==> config.mk <==
export PLATFORM = sky130hd
export DESIGN_NAME = cis_core
export DESIGN_NICKNAME = d
export VERILOG_FILES = /design/src/hdl/cis_pkg.sv /design/src/hdl/cis_dec_alu.sv /design/src/hdl/cis_core.sv
export SDC_FILE = /design/constraint.sdc
export NUM_CORES = 1
export LEC_CHECK = 0
export ABC_AREA = 1
export BUFFER_PORTS_ARGS = -buffer_cell sky130_fd_sc_hd__buf_2
export CAP_MARGIN = 20
export CORE_UTILIZATION = 45
export CTS_CLUSTER_SIZE = 16
export DETAILED_ROUTE_END_ITERATION = 12
export PLACE_DENSITY = 0.76
export RECOVER_POWER = 100
export REMOVE_ABC_BUFFERS = 1
export SLEW_MARGIN = 10
export SYNTH_ARGS = -nofsm -noshare
export SYNTH_HDL_FRONTEND = slang
export SYNTH_SLANG_ARGS = --single-unit
==> constraint.sdc <==
create_clock -name clock -period 2.3 [get_ports clock]
set_input_delay 0.23 -clock clock [delete_from_list [all_inputs] [get_ports clock]]
set_output_delay 0.23 -clock clock [all_outputs]
set_load 0.005 [all_outputs]
==> src/hdl/cis_pkg.sv <==
package cis_pkg;
  // ---------------------------------------------------------------------------
  // Opcode encodings
  // ---------------------------------------------------------------------------
  localparam logic [15:0] CIS_CALL_VIA_W_CODE = 16'h0014;
  localparam logic [5:0] CIS_DEC_FILE_TOP = 6'h01;
  localparam int CIS_TOP_MSB = 15;
  localparam int CIS_TOP_LSB = 10;
  localparam int CIS_DEST_BIT = 9;
  localparam int CIS_BANK_BIT = 8;

  // ---------------------------------------------------------------------------
  // Addressing constants
  // ---------------------------------------------------------------------------
  localparam logic [7:0] CIS_INDEX_LIMIT = 8'h5f;
  localparam logic [7:0] CIS_ACCESS_SPLIT = 8'h60;
  localparam logic [3:0] CIS_ACCESS_LOW_BANK = 4'h0;
  localparam logic [3:0] CIS_ACCESS_HIGH_BANK = 4'hf;
  localparam logic [20:0] CIS_RETURN_STEP = 21'h000002;

  // ---------------------------------------------------------------------------
  // Status bit positions: C, DC, Z, OV, N
  // ---------------------------------------------------------------------------
  localparam int CIS_ST_C = 0;
  localparam int CIS_ST_DC = 1;
  localparam int CIS_ST_Z = 2;
  localparam int CIS_ST_OV = 3;
  localparam int CIS_ST_N = 4;

  // Execution phases of the sequencer
  typedef enum logic [2:0] {
    CIS_IDLE = 3'b001,
    CIS_EXEC = 3'b010,
    CIS_CALL_NOP = 3'b100
  } cis_state_type;
endpackage : cis_pkg

==> src/hdl/cis_dec_alu.sv <==
`timescale 1ns/1ps
// Decrement datapath with full status generation
module cis_dec_alu (
  input wire logic [7:0] operand,
  output logic [7:0] result,
  output logic [4:0] flags
);
  import cis_pkg::*;

  // ---------------------------------------------------------------------------
  // Subtract one as operand + 0xff so borrow flags follow add-complement form
  // ---------------------------------------------------------------------------
  logic [8:0] sum;
  logic [4:0] lowSum;
  always_comb begin
    sum = {1'b0, operand} + 9'h0ff;
    lowSum = {1'b0, operand[3:0]} + 5'h0f;
    result = sum[7:0];
    flags = '0;
    flags[CIS_ST_C] = sum[8];
    flags[CIS_ST_DC] = lowSum[4];
    flags[CIS_ST_Z] = (sum[7:0] == 8'h00);
    flags[CIS_ST_OV] = (operand == 8'h80);
    flags[CIS_ST_N] = sum[7];
  end
endmodule : cis_dec_alu

==> src/hdl/cis_core.sv <==
`timescale 1ns/1ps
// Operation
// - Bank bit 0: address lands in the fixed access bank, except extended set with operand up to 0x5F.
// - Bank bit 1: bank select register picks the register bank.
// - Bank bit 0, extended set, operand up to 0x5F: indexed offset addressing.
// - Register-indirect call first pushes program counter plus two.
// - It then loads the low counter byte from the working register.
// - It then copies high and upper latches into counter bytes.
// - A second cycle does nothing while the target is fetched.
// - No saving of working, status or bank registers.
module cis_core (
  input wire logic clock,
  input wire logic nrst,
  input wire logic instrValid,
  input wire logic [15:0] instrWord,
  input wire logic extendedEn,
  input wire logic [3:0] bankSelectReg,
  input wire logic [7:0] workingRegAlias,
  input wire logic [7:0] pcHighLatch,
  input wire logic [4:0] pcUpperLatch,
  input wire logic [20:0] pcCurrent,
  input wire logic [11:0] indirectPointerTwo,
  input wire logic [7:0] fileReadData,
  output logic [11:0] fileAddr,
  output logic [7:0] fileWriteData,
  output logic fileWriteEn,
  output logic [7:0] workingWriteData,
  output logic workingWriteEn,
  output logic [4:0] statusFlags,
  output logic statusWriteEn,
  output logic [20:0] pushAddr,
  output logic pushEn,
  output logic [20:0] pcLoad,
  output logic pcLoadEn,
  output logic busy
);
  import cis_pkg::*;

  // ---------------------------------------------------------------------------
  // Decode
  // ---------------------------------------------------------------------------
  logic isDecFile;
  logic isCall;
  logic [7:0] fOperand;
  logic [11:0] addrComb;
  logic [7:0] decResult;
  logic [4:0] decFlags;
  cis_state_type state_reg, state_next;

  // Words offered in the dead call slot are dropped, not queued
  assign isDecFile = instrValid && (state_reg != CIS_CALL_NOP)
    && (instrWord[CIS_TOP_MSB:CIS_TOP_LSB] == CIS_DEC_FILE_TOP);
  assign isCall = instrValid && (state_reg != CIS_CALL_NOP) && (instrWord == CIS_CALL_VIA_W_CODE);
  assign fOperand = instrWord[7:0];

  // Address resolution; indexed mode outranks plain access bank
  always_comb begin
    if (instrWord[CIS_BANK_BIT]) begin
      addrComb = {bankSelectReg, fOperand};
    end else if (extendedEn && (fOperand <= CIS_INDEX_LIMIT)) begin
      addrComb = indirectPointerTwo + {4'h0, fOperand};
    end else if (fOperand < CIS_ACCESS_SPLIT) begin
      addrComb = {CIS_ACCESS_LOW_BANK, fOperand};
    end else begin
      addrComb = {CIS_ACCESS_HIGH_BANK, fOperand};
    end
  end

  // Arithmetic lives in its own leaf so the flag logic stays testable alone
  cis_dec_alu uAlu (
    .operand(fileReadData),
    .result(decResult),
    .flags(decFlags)
  );

  // ---------------------------------------------------------------------------
  // Sequencer: call takes two cycles, the second is a dead fetch slot
  // ---------------------------------------------------------------------------
  always_comb begin
    state_next = CIS_IDLE;
    if (isCall) begin
      state_next = CIS_CALL_NOP;
    end else if (isDecFile) begin
      state_next = CIS_EXEC;
    end
  end

  // ---------------------------------------------------------------------------
  // Registered outputs; file read data is used with its instruction, a cycle before fileAddr shows the address
  // ---------------------------------------------------------------------------
  logic [11:0] fileAddr_reg, fileAddr_next;
  logic [7:0] fileData_reg, fileData_next;
  logic fileWe_reg, fileWe_next;
  logic [7:0] wData_reg, wData_next;
  logic wWe_reg, wWe_next;
  logic [4:0] flags_reg, flags_next;
  logic flagsWe_reg, flagsWe_next;
  logic [20:0] push_reg, push_next;
  logic pushEn_reg, pushEn_next;
  logic [20:0] pcLoad_reg, pcLoad_next;
  logic pcLoadEn_reg, pcLoadEn_next;
  logic busy_reg, busy_next;

  // Next values; the call never touches working, status or bank state
  always_comb begin
    fileAddr_next = addrComb;
    fileData_next = decResult;
    fileWe_next = 1'b0;
    wData_next = decResult;
    wWe_next = 1'b0;
    flags_next = flags_reg;
    flagsWe_next = 1'b0;
    push_next = push_reg;
    pushEn_next = 1'b0;
    pcLoad_next = pcLoad_reg;
    pcLoadEn_next = 1'b0;
    busy_next = isCall;
    if (isDecFile) begin
      fileWe_next = instrWord[CIS_DEST_BIT];
      wWe_next = !instrWord[CIS_DEST_BIT];
      flags_next = decFlags;
      flagsWe_next = 1'b1;
    end
    if (isCall) begin
      push_next = pcCurrent + CIS_RETURN_STEP;
      pushEn_next = 1'b1;
      pcLoad_next = {pcUpperLatch, pcHighLatch, workingRegAlias};
      pcLoadEn_next = 1'b1;
    end
  end

  // Plain registers only
  always_ff @(posedge clock or negedge nrst) begin
    if (!nrst) begin
      state_reg <= CIS_IDLE;
      fileAddr_reg <= '0;
      fileData_reg <= '0;
      fileWe_reg <= 1'b0;
      wData_reg <= '0;
      wWe_reg <= 1'b0;
      flags_reg <= '0;
      flagsWe_reg <= 1'b0;
      push_reg <= '0;
      pushEn_reg <= 1'b0;
      pcLoad_reg <= '0;
      pcLoadEn_reg <= 1'b0;
      busy_reg <= 1'b0;
    end else begin
      state_reg <= state_next;
      fileAddr_reg <= fileAddr_next;
      fileData_reg <= fileData_next;
      fileWe_reg <= fileWe_next;
      wData_reg <= wData_next;
      wWe_reg <= wWe_next;
      flags_reg <= flags_next;
      flagsWe_reg <= flagsWe_next;
      push_reg <= push_next;
      pushEn_reg <= pushEn_next;
      pcLoad_reg <= pcLoad_next;
      pcLoadEn_reg <= pcLoadEn_next;
      busy_reg <= busy_next;
    end
  end

  assign fileAddr = fileAddr_reg;
  assign fileWriteData = fileData_reg;
  assign fileWriteEn = fileWe_reg;
  assign workingWriteData = wData_reg;
  assign workingWriteEn = wWe_reg;
  assign statusFlags = flags_reg;
  assign statusWriteEn = flagsWe_reg;
  assign pushAddr = push_reg;
  assign pushEn = pushEn_reg;
  assign pcLoad = pcLoad_reg;
  assign pcLoadEn = pcLoadEn_reg;
  assign busy = busy_reg;
endmodule : cis_core

==> results.md, run 1 <==
- Fill cells: 789
- Unrepaired setup endpoints after global routing: false
- Core area: 8260 sq um
- PD cells: 541 nW/um^2
- GP Congestion: 0.936
- Gr ovfl total: 0
- GRT Overall Usage: 22.2%
- Synth unique cells: 34
- Initial core utilization: 46.7%
- Hold Path Class: in2reg
- Worst Skew: 0.00750 ns
- Period utilization: 76.4%
- DRT iter0 DRCs: 134
- Flops & latches, synth: 73
- Worst skew pair latency: 0.35 ns
- Post_cts resized: 0
- CP max FO: 19
- Hold Vio Cnt, Final: 0
- TNS Setup: 0 ns
- CTS Root Buffer Type: clkbuf_8
- Vias in the first global route: 3463
- Final ANT Viol Nets: 0
- Multi-input gate area: 1700 sq um
- Yosys top cell area share: 46.7%
- Layout cell share with drive strength beyond 1: 20.6%
- Endpoints failing setup: 0
- Crit. End Element: flop
- Worst-case hold slack: 0.0412 ns
- Clk buf depth: 2
- Leading post-synthesis cells by cell area: dfrtp_1 (47%), nand2_1 (17%), inv_1 (4.9%)
- Syn Area/Cell: 7.87 sq um
- Via density: 4.83
- Synth async-reset ratio: 100%
- Total CTS buffers: 9
- Crit path max-delay cell type: clkbuf_1
- Worst-path clk slew: 0.08 ns
- Critical path arrival: 1.94 ns
- CTS H-tree lvls: 3
- Die area: 8950 sq um
- Top-Level Pins: 167
- Per-cell routed wire length: 12.6 microns
- Largest net degree at the start of global routing: 40
- Post-layout min period: 1.76 ns
- Die Ht: 94.6 microns
- Leading area contributor after synthesis: dfrtp_1
- Synthesized area: 3860 sq um
- First-pass GRT wire length: 15.5 mm
- Slew margin rel.: 38.7%
- Final WL: 9.66 mm
- EDFF count, synth: 0
- Yosys warnings: 0
- Hold Path Depth: 2
- # diodes: 0
- Critical path, cell by cell: nor2_1 -> nand2_1 -> nand2_1 -> inv_1 -> nand3_1 -> clkbuf_1 -> o21ai_0
- Rows: 33
- Reg area: 1830 sq um
- Die Wd: 94.6 microns
- Synthesis-to-layout area growth: 25.1%
- Fmax: 0.569 GHz
- Initial antenna violation count: 0
- Pre-antenna DRT Iters: 5
- Slew Limit Fails: 0
- Post-route DRC: 0
- Cell count after synthesis: 490
- Top FF cell, synth: dfrtp_1
- CTS tree: built
- Lkg Pwr: 0.00269 uW
- Layout Nets: 753
- CP Launch Type: flop
- HPWL after DPL: 7.44 mm
- Worst-margin pin slew: 0.920 ns
- Status: finished, final reports clean
- # Max-Cap Violations: 0
- Most common cell after layout, fill and taps aside: nand2_1
- CP Class: reg2reg
- Most numerous cell on the critical path: nand2_1
- Reg2Reg Depth: 7
- Worst Path Required: 2.48 ns
- Max incr delay on CP: 0.65 ns
- VDD IR max: 332 uV
- Most frequent cells in the layout: nand2_1 (178), buf_2 (111), dfrtp_1 (72), clkbuf_1 (56), inv_1 (52)
- IO Port Bufs: 166
- Clock Sink Count: 73
- Post-synthesis sequential area ratio: 47.4%
- Vias: 3689
cells in the mapped netlist (all sizes together), types with 2 or more instances:
cell and number:
nand3 28, xor2 13, inv 52, buf 17, nor2 44, nor3 8
nand4 9, nand2 179, a21o 2, a21oi 7, dfrtp 72, o21ai 28
xnor2 7, ha 12, or2 3
area by class of cell:
class,instances,share of cell area (%)
inverter,52,4.04
clock buffer,10,2.64
clock inverter,6,0.907
tap,105,2.72
multi-input combinational,348,35.2
timing repair buffer,170,16.7
sequential,73,37.9
critical path, delay by kind of cell (launching register included):
kind | cells | cell delay, ns
buf+inv | 2 | 0.71
flops | 1 | 0.37
simple gates | 4 | 0.32
compound gates | 1 | 0.19
timing repair:
action                                 4_1_cts  5_1_grt
hold buffers                                 1        0
endpoints found under the hold margin       34        0
setup buffers                                0        0
cell families after synthesis:
group	after synthesis	share of synthesized area (%)
and+or+nand+nor	274	29.5
DFF	73	47.4
buffers and inverters	69	8.43
AOI/OAI and AO/OA	40	5.48
xor gates and xnor gates	20	4.54
adders and majority gates	13	4.41
muxes	1	0.259
through the flow:
stage / instance area, sq um / power (uW) / util [%] / std cells / worst slack, ns
6_report: 4830 / 2610 / 58.5 / 764 / 0.543
4_1_cts: 4910 / 2650 / 59.5 / 764 / 0.748
5_1_grt: 4830 / 2750 / 58.5 / 764 / 0.318
2_1_floorplan: 3730 / 1540 / - / 473 / 0.148
3_5_place_dp: 4730 / 1750 / 57.3 / 747 / 0.626
3_3_place_gp: 4730 / 1750 / 57.3 / 747 / 0.681
power by group:
part           switching (uW)  leakage (uW)  internal, uW
Clock                     502     0.0000749           393
Combinational             224       0.00165           159
Sequential               15.5      0.000964          1320
path summary, 6_finish.rpt:
path	slack, ns	end	startpoint
worst max-delay path	0.54	pushAddr[1]	state_reg[1]
worst min-delay path	0.04	workingWriteEn	instrWord[9]
worst max register to register	0.54	pushAddr[1]	state_reg[1]
worst min register to register	0.48	pcLoad[20]	pcLoad[20]
max in group asynchronous	0.98	state_reg[0]	nrst
min in group asynchronous	0.54	pushAddr[8]	nrst
layer usage:
layer / routed length [microns] / vias up / global-route usage (%)
li1: - / 1853 / -
met1: 4180 / 1669 / 27.7
met2: 4540 / 149 / 37.2
met3: 769 / 18 / 5.39
met4: 175 / 0 / 8.33
met5: 0 / - / 0
No activity file was read; power rests on OpenSTA's default activity.
==> inputs of run 2 (changes only) <==
- CORE_UTILIZATION: 45 -> 43
- clock period: 2.3 -> 1.5 ns (I/O delays scaled with it)
==> results.md, run 2 (synthesis results as in run 1) <==
- Initial core utilization: 44.2%
- Clk buf depth: 2
- IO Port Bufs: 166
- Synthesis-to-layout area growth: 35.9%
- Top-Level Pins: 167
- CP top delay family: flip-flops
- Hold Vio Cnt, Final: 0
- First-pass GRT wire length: 16.9 mm
- Post-layout min period: 1.38 ns
- Hold Path Class: in2reg
- Critical path arrival: 1.60 ns
- Inst Count DP: 778
- DRT iter0 DRCs: 79
- Final WL: 9.95 mm
- Layout Nets: 795
- # diodes: 0
- Largest net degree at the start of global routing: 29
- Unrepaired setup endpoints after global routing: true
- VDD IR max: 493 uV
- Gr ovfl total: 0
- Worst R2R Start: state_reg[0]
- Die Ht: 96.7 microns
- Layout cell share with drive strength beyond 1: 25.8%
- Vias: 3797
- Initial antenna violation count: 0
- Most numerous cell on the critical path: nand2_1
- Worst-margin pin slew: 0.684 ns
- Most frequent cells in the layout: nand2_1 (178), buf_2 (125), dfrtp_1 (72), inv_1 (50)
- Crit path max-delay cell type: dfstp_2
- Critical path, cell by cell: nor2_1 -> nand2_1 -> nand2_1 -> inv_1 -> buf_4 -> nand3_4 -> buf_6 -> nand2_1 -> o21ai_1
- Slew Limit Fails: 0
- HPWL after DPL: 7.84 mm
- Pre-antenna DRT Iters: 4
- CP Launch Type: flop
- Rows: 34
- CP max FO: 10
- # Max-Cap Violations: 0
- Fin cells: 809
- GRT Overall Usage: 22.1%
- Post-place setup slack: -0.114 ns
- Endpoints failing setup: 0
- Total CTS buffers: 9
- CP Launch Point: state_reg[0]
- GP Congestion: 0.913
- Post-CTS setup buffers: 0
- Core area: 8720 sq um
- Via density: 4.69
- Lkg Pwr: 0.00295 uW
- Crit path buffers/inverters: 3
- Crit. End Element: flop
- Final ANT Viol Nets: 0
- Worst-case hold slack: 0.0142 ns
- TNS Setup: 0 ns
- Fmax: 0.724 GHz
- Worst skew pair latency: 0.34 ns
- Clock Sink Count: 73
- PD cells: 824 nW/um^2
- CP Class: reg2reg
- Worst Path Required: 1.72 ns
- Max incr delay on CP: 0.52 ns
- Final WS setup: 0.118 ns
- Per-cell routed wire length: 12.3 microns
- Die Wd: 96.7 microns
- Post-route DRC: 0
- Slew margin rel.: 54.4%
- CTS H-tree lvls: 3
- Vias in the first global route: 3739
- Hold Startpoint: workingRegAlias[1]
- CTS Root Buffer Type: clkbuf_8
- Die area: 9360 sq um
- Status: finished, final reports clean
- CTS tree: built
- Most common cell after layout, fill and taps aside: nand2_1
- Worst-path clk slew: 0.09 ns
- Worst Skew: 0.0201 ns
- Total design power: 4320 uW
- Period utilization: 92.1%
## run 2: cell count changes in the layout (fill, tap and decap cells not counted), sizes merged
cell / delta
dlygate4sd3: +14
clkinvlp: -3
bufinv: +1
clkinv: +2
buf: +37
clkbuf: -9
## run 2: worst paths after layout
path / to / slack [ns] / cells after the start
max in group asynchronous: fileAddr[2] / 0.18 / 3
min in group asynchronous: workingWriteData[0] / 0.39 / 2
worst min-delay path: pcLoad[1] / 0.01 / 3
worst max register to register: pushAddr[8] / 0.12 / 9
worst min register to register: pcLoad[20] / 0.48 / 2
worst max-delay path: pushAddr[8] / 0.12 / 9
## run 2: layer usage
layer / global-route usage (%) / vias to the layer above / wire (microns)
li1: - / 1942 / -
met1: 28.0 / 1715 / 4480
met2: 36.5 / 125 / 4690
met3: 5.92 / 15 / 622
met4: 7.58 / 0 / 163
met5: 0 / - / 0
## run 2: layout make-up
| type | count | area (sq um) |
|---|---|---|
| Fill cell | 802 | 3480 |
| Sequential cell | 73 | 1830 |
| Multi-Input combinational cell | 348 | 1720 |
| Timing Repair Buffer | 212 | 1170 |
| Inverter | 52 | 195 |
| Clock buffer | 10 | 138 |
| Tap cell | 108 | 135 |
| Clock inverter | 6 | 65.1 |
## run 2: worst min-delay path, cell delays in order
cell	delay [ns]
buf_2	0.07
nand2_1	0.04
nand2_1	0.06
## run 2: through the flow
stage / area, sq um / utilization (%)
floorplan: 3730 / -
global placement: 4970 / 57.0
detailed placement: 4970 / 57.0
CTS: 5310 / 60.9
global route: 5240 / 60.1
finish: 5240 / 60.1
## run 2: timing repair
action	4_1_cts	5_1_grt
endpoints found under the hold margin	35	1
hold buffers	14	1
endpoints found under the setup margin	0	39
resized for setup	0	7
## run 2: power by group
| part | internal, uW | total, uW | switching (uW) | leakage (uW) |
|---|---|---|---|---|
| Combinational | 313 | 679 | 366 | 0.00188 |
| Sequential | 2020 | 2050 | 21.6 | 0.000964 |
| Clock | 818 | 1590 | 775 | 0.000103 |
